$ cat src/common/ipc_map.vh
// register map, field positions and constants of the interrupt priority registers
`ifndef IPC_MAP_VH
`define IPC_MAP_VH

// ----------------------------------------
// bus geometry
// ----------------------------------------
`define IPC_ADDR_W 5
`define IPC_DATA_W 16
`define IPC_NSRC 20
`define IPC_ZERO16 16'h0000

// ----------------------------------------
// register offsets
// ----------------------------------------
`define IPC_OFF_PRIO0 5'h00
`define IPC_OFF_PRIO1 5'h01
`define IPC_OFF_PRIO2 5'h02

// ----------------------------------------
// reset values and writable masks
// ----------------------------------------
`define IPC_RST_PRIO 16'h0000
`define IPC_WMASK_PRIO0 16'hC3FF
`define IPC_WMASK_PRIO1 16'hFCFF
`define IPC_WMASK_PRIO2 16'hF3FF

// ----------------------------------------
// field ranges, priority register 0
// ----------------------------------------
`define IPC_F_LVD 15:14
`define IPC_F_DBG_RX 9:8
`define IPC_F_DBG_TX 7:6
`define IPC_F_DBG_TRACE 5:4
`define IPC_F_DBG_BKPT 3:2
`define IPC_F_DBG_STEP 1:0

// ----------------------------------------
// field ranges, priority register 1
// ----------------------------------------
`define IPC_F_PORT_B 15:14
`define IPC_F_PORT_C 13:12
`define IPC_F_PORT_D 11:10
`define IPC_F_FL_EMPTY 7:6
`define IPC_F_FL_DONE 5:4
`define IPC_F_FL_ERR 3:2
`define IPC_F_CLK_SYN 1:0

// ----------------------------------------
// field ranges, priority register 2
// ----------------------------------------
`define IPC_F_AS_RXF 15:14
`define IPC_F_AS_RXE 13:12
`define IPC_F_AS_TXI 9:8
`define IPC_F_AS_TXE 7:6
`define IPC_F_SS_TXE 5:4
`define IPC_F_SS_RXF 3:2
`define IPC_F_PORT_A 1:0

// ----------------------------------------
// field codes
// ----------------------------------------
`define IPC_CODE_OFF 2'h0
`define IPC_LVL_STEP 2'h1
// sources 1..5 use the level 1 to 3 encoding
`define IPC_DBG_MASK 20'h0003E

`endif

$ cat src/logic/ipc_prio_regs.v
// interrupt priority configuration registers 0 to 2 with level decode
`timescale 1ns/1ps
// source index order:
//  0 low-voltage detect
//  1 debug rx full, 2 debug tx empty, 3 debug trace,
//  4 debug breakpoint, 5 debug step counter
//  6 port B, 7 port C, 8 port D,
//  9 flash buffers empty, 10 flash done, 11 flash error,
//  12 clock synthesizer
//  13 async rx full, 14 async rx error, 15 async tx idle,
//  16 async tx empty, 17 sync tx empty,
//  18 sync rx full, 19 port A
`include "ipc_map.vh"

module ipc_prio_regs (
  input wire ref_clk_in,
  input wire rst_in,
  input wire [`IPC_ADDR_W-1:0] addr_in,
  input wire [`IPC_DATA_W-1:0] wdata_in,
  input wire wr_in,
  input wire rd_in,
  output reg [`IPC_DATA_W-1:0] rdata_out,
  input wire [`IPC_NSRC-1:0] src_req_in,
  output reg [`IPC_NSRC-1:0] src_en_out,
  output reg [2*`IPC_NSRC-1:0] src_level_out,
  output reg [`IPC_NSRC-1:0] src_pend_out
);

  // ----------------------------------------
  // register storage
  // ----------------------------------------
  reg [`IPC_DATA_W-1:0] irq_priority_reg_0;
  reg [`IPC_DATA_W-1:0] irq_priority_reg_1;
  reg [`IPC_DATA_W-1:0] irq_priority_reg_2;

  // address hits, shared by write and read paths
  wire hit0;
  wire hit1;
  wire hit2;
  assign hit0 = (addr_in == `IPC_OFF_PRIO0);
  assign hit1 = (addr_in == `IPC_OFF_PRIO1);
  assign hit2 = (addr_in == `IPC_OFF_PRIO2);

  // whole-register write, reserved bits masked off; writes elsewhere dropped
  always @(posedge ref_clk_in or posedge rst_in) begin
    if (rst_in) begin
      irq_priority_reg_0 <= `IPC_RST_PRIO;
      irq_priority_reg_1 <= `IPC_RST_PRIO;
      irq_priority_reg_2 <= `IPC_RST_PRIO;
    end else if (wr_in) begin
      if (hit0) begin
        irq_priority_reg_0 <= wdata_in & `IPC_WMASK_PRIO0;
      end
      if (hit1) begin
        irq_priority_reg_1 <= wdata_in & `IPC_WMASK_PRIO1;
      end
      if (hit2) begin
        irq_priority_reg_2 <= wdata_in & `IPC_WMASK_PRIO2;
      end
    end
  end

  // ----------------------------------------
  // read port
  // ----------------------------------------

  // read mux; unmapped offsets answer zero
  reg [`IPC_DATA_W-1:0] next_rdata;
  always @* begin
    next_rdata = `IPC_ZERO16;
    if (rd_in) begin
      if (hit0) begin
        next_rdata = irq_priority_reg_0 & `IPC_WMASK_PRIO0;
      end else if (hit1) begin
        next_rdata = irq_priority_reg_1 & `IPC_WMASK_PRIO1;
      end else if (hit2) begin
        next_rdata = irq_priority_reg_2 & `IPC_WMASK_PRIO2;
      end
    end
  end

  // data stands only in the cycle after the strobe, zero otherwise
  always @(posedge ref_clk_in or posedge rst_in) begin
    if (rst_in) begin
      rdata_out <= `IPC_ZERO16;
    end else begin
      rdata_out <= next_rdata;
    end
  end

  // ----------------------------------------
  // field gather, one 2-bit code per source
  // ----------------------------------------
  wire [2*`IPC_NSRC-1:0] code;

  // register 0: low-voltage detect and the debug unit
  assign code[1:0] = irq_priority_reg_0[`IPC_F_LVD];
  assign code[3:2] = irq_priority_reg_0[`IPC_F_DBG_RX];
  assign code[5:4] = irq_priority_reg_0[`IPC_F_DBG_TX];
  assign code[7:6] = irq_priority_reg_0[`IPC_F_DBG_TRACE];
  assign code[9:8] = irq_priority_reg_0[`IPC_F_DBG_BKPT];
  assign code[11:10] = irq_priority_reg_0[`IPC_F_DBG_STEP];

  // register 1: ports, flash and clock synthesizer
  assign code[13:12] = irq_priority_reg_1[`IPC_F_PORT_B];
  assign code[15:14] = irq_priority_reg_1[`IPC_F_PORT_C];
  assign code[17:16] = irq_priority_reg_1[`IPC_F_PORT_D];
  assign code[19:18] = irq_priority_reg_1[`IPC_F_FL_EMPTY];
  assign code[21:20] = irq_priority_reg_1[`IPC_F_FL_DONE];
  assign code[23:22] = irq_priority_reg_1[`IPC_F_FL_ERR];
  assign code[25:24] = irq_priority_reg_1[`IPC_F_CLK_SYN];

  // register 2: serial units and port A
  assign code[27:26] = irq_priority_reg_2[`IPC_F_AS_RXF];
  assign code[29:28] = irq_priority_reg_2[`IPC_F_AS_RXE];
  assign code[31:30] = irq_priority_reg_2[`IPC_F_AS_TXI];
  assign code[33:32] = irq_priority_reg_2[`IPC_F_AS_TXE];
  assign code[35:34] = irq_priority_reg_2[`IPC_F_SS_TXE];
  // the last two fields share the 0..2 encoding of their neighbours
  assign code[37:36] = irq_priority_reg_2[`IPC_F_SS_RXF];
  assign code[39:38] = irq_priority_reg_2[`IPC_F_PORT_A];

  // ----------------------------------------
  // per-source decode and forwarding
  // ----------------------------------------
  localparam [`IPC_NSRC-1:0] DBG_SRC = `IPC_DBG_MASK;

  // registered so every output comes from a flop; costs one cycle of
  // latency after a register write, harmless for configuration
  genvar gi;
  generate
    for (gi = 0; gi < `IPC_NSRC; gi = gi + 1) begin : g_src
      wire [1:0] fcode;
      wire on;
      wire [1:0] lvl;
      assign fcode = code[2*gi+1:2*gi];
      assign on = (fcode != `IPC_CODE_OFF);
      // debug codes map straight to 1..3, others shift down to 0..2
      assign lvl = DBG_SRC[gi] ? fcode : (fcode - `IPC_LVL_STEP);
      always @(posedge ref_clk_in or posedge rst_in) begin
        if (rst_in) begin
          src_en_out[gi] <= 1'b0;
          src_level_out[2*gi+1:2*gi] <= `IPC_CODE_OFF;
          src_pend_out[gi] <= 1'b0;
        end else begin
          src_en_out[gi] <= on;
          // disabled sources forward level zero to keep arbitration clean
          src_level_out[2*gi+1:2*gi] <= on ? lvl : `IPC_CODE_OFF;
          // a disabled field masks the request outright
          src_pend_out[gi] <= src_req_in[gi] & on;
        end
      end
    end
  endgenerate

endmodule

$ cat config.mk
export PLATFORM = sky130hd
export DESIGN_NAME = ipc_prio_regs
export DESIGN_NICKNAME = d
export VERILOG_FILES = /design/src/logic/ipc_prio_regs.v
export VERILOG_INCLUDE_DIRS = /design/src /design/src/common
export SDC_FILE = /design/constraint.sdc
export NUM_CORES = 1
export LEC_CHECK = 0
export ABC_AREA = 1
export BUFFER_PORTS_ARGS = -buffer_cell sky130_fd_sc_hd__buf_2
export CAP_MARGIN = 15
export CORE_MARGIN = 2
export CORE_UTILIZATION = 40
export CTS_BUF_LIST = sky130_fd_sc_hd__clkbuf_16
export CTS_CLUSTER_SIZE = 10
export DETAILED_ROUTE_END_ITERATION = 6
export PLACE_DENSITY = 0.73
export SLEW_MARGIN = 20
export SYNTH_ARGS = -nofsm -noshare
export SYNTH_HDL_FRONTEND = slang
export SYNTH_SLANG_ARGS = --single-unit
export TNS_END_PERCENT = 10
$ cat constraint.sdc
create_clock -name ref_clk_in -period 7.7 [get_ports ref_clk_in]
set_clock_uncertainty 0.15 [all_clocks]
set_input_delay 0.77 -clock ref_clk_in [delete_from_list [all_inputs] [get_ports ref_clk_in]]
set_output_delay 0.77 -clock ref_clk_in [all_outputs]
set_load 0.02 [all_outputs]
==> out/metrics.cfg <==
[power]
pwr_density_cell_nw_per_um2=326
ir_drop_mv=0.154
finalPower_mw=2.04
power.leakage_nw=3.33

[route]
wl_mm=11.0
wl_per_cell_um=14.6
drt-initial-drc-count=383
antenna_left=0
routed-via-count=3513
drc=0
avgViaCountPerCell=4.66
firstDrtPassIters=5

[floorplan]
die_w_um=115
core_um2=12000
num_io_pins=141
rows=40
fp.dieArea_um2=13200
start_util_pct=41.0
fp.dieH_um=115

[yosys]
synth-seq-area-share_pct=69.5
syn-num-nets=504
synth_warnings=0
syn_avg_cell_area_um2=10.7
ys_ff_latch=136
yosys.cell_types.count=21
netlist_area_um2=4900
postSynthCellCount=459

[place]
routabilityCongestion=0.746
dp_hpwl_mm=7.90
port-buffer-count=140
dp_slack_ps=4460
place_area_um2=5680

[clock_network]
clock_latency_ps=400
cts_tree=yes
cts.sinks=136
post_cts_buffers=0
hold_buffers=0
cts_resized=0
clkTransAtPathRegs_ps=60
numCtsBuffers=17
clockBufferDepth=2
cts-root-buf=clkbuf_16
htreeDepth=4

[timing]
finalHoldViolations=0
slew_viol_final=0
setup_violations=0
fin_crit_ps=2930
worstMarginPinSlew_ps=1090
setup_slack_ps=4770
rsz0062_at_grt=no
fin_tns_setup_ps=0
maxSlewHeadroom_pct=27.3
min_period_over_period_pct=38.1
fmax_mhz=341

[outcome]
status=finished, final reports clean

[critical_path]
start_kind=input port
critical_path.max_fanout=29
r2r_setup_slack_ps=6600
worst-endpoint-required_ps=7840
crit_type=input port to register
reg2regPathDepth=4
end_kind=register
cp.arrival_ps=3070

[final_layout]
final_nets=640
mostFrequentLayoutCell=buf_2
fillers=1071
antenna_cells=0
syn2layout_area_growth_pct=27.4
final_area_um2=6240
final_cell_mix=buf_2 (140), dfrtp_1 (136), nand2_1 (105), inv_1 (61), o21ai_0 (35)
drive_above_1_share_pct=30.6

[run]
cap_violations=0

[global_routing]
grt_max_degree=90
grt_pass1_vias=3496
grt_overflow_total=0
antenna_found_initial=0
track_usage_pct=18.1
grt_pass1_wl_mm=17.9

[hold_path]
hold_path_class=input port to async pin

## cell usage after synthesis (all sizes together)
master | n | share of area, %
or2 | 7 | 0.89
nand3 | 17 | 1.8
nor2 | 29 | 2.8
clkbuf | 14 | 1.1
o21ai | 35 | 3.6
buf | 10 | 1.4
inv | 62 | 4.7
nand4 | 4 | 0.51
o211ai | 10 | 1.5
dfrtp | 136 | 69
o21a | 20 | 3.1
a21oi | 5 | 0.51
o21bai | 1 | 0.15
nand2 | 107 | 8.3
nor3 | 2 | 0.20
## per-stage QoR
step                      std cells  utilization, %  hold WS, ps
after floorplan                 459               -          296
after global placement          723            47.5          272
after detailed placement        723            47.5          274
after CTS                       754            52.1          231
after global routing            754            52.2          252
final                           754            52.2          239
## worst paths after layout
check | start | endpoint
setup / recovery | addr_in[3] | irq_priority_reg_2[0]$_DFFE_PP0P_
hold / removal | rst_in | src_level_out[26]$_DFF_PP0_
setup reg to reg | irq_priority_reg_1[14]$_DFFE_PP0P_ | rdata_out[14]$_DFF_PP0_
hold reg to reg | irq_priority_reg_0[5]$_DFFE_PP0P_ | src_level_out[7]$_DFF_PP0_
max in group asynchronous | rst_in | rdata_out[10]$_DFF_PP0_
min in group ref_clk_in | irq_priority_reg_0[5]$_DFFE_PP0P_ | src_level_out[7]$_DFF_PP0_
## state kept, by name, indices dropped and copies added (netlist names)
register,cells
irq_priority_reg_0,12
irq_priority_reg_1,14
irq_priority_reg_2,14
rdata_out,16
src_en_out,20
src_level_out,40
src_pend_out,20
## cells by family (layout without fill, tap and decap cells)
logic type | count (synthesis) | after routing | share of synthesized area, %
and+or+nand+nor | 166 | 166 | 14.5
DFF | 136 | 136 | 69.5
buffers and inverters | 86 | 234 | 7.18
AOI/OAI and AO/OA | 71 | 71 | 8.84
## cell type report
| type | instances | area [µm²] | area share (%) |
|---|---|---|---|
| flip-flops and latches | 136 | 3400 | 54.5 |
| multi-input cells | 237 | 1140 | 18.3 |
| repair buffers | 141 | 712 | 11.4 |
| clock buffers | 17 | 425 | 6.82 |
| inverters | 62 | 238 | 3.81 |
| well taps | 147 | 184 | 2.95 |
| clock inverters | 14 | 134 | 2.15 |
## layer usage
layer	track usage [%]	wire length [µm]
met1	24.6	4900
met2	27.2	5220
met3	6.46	762
met4	6.18	89
met5	0	0
## worst max-delay path, stage by stage
cell	delay, ps
buf_2	110
nor2_4	360
nand2_2	80
nor2_2	830
nand2_1	620
nand2_1	190
nand2_1	80
## where the power goes
| group | internal, mW | leakage (nW) | switching (mW) | total, mW |
|---|---|---|---|---|
| Sequential | 0.845 | 1.67 | 0.0911 | 0.936 |
| Combinational | 0.115 | 1.39 | 0.226 | 0.340 |
| Clock | 0.470 | 0.274 | 0.289 | 0.759 |
| Total | 1.43 | 3.33 | 0.606 | 2.04 |
No activity file was read; power rests on OpenSTA's default activity.
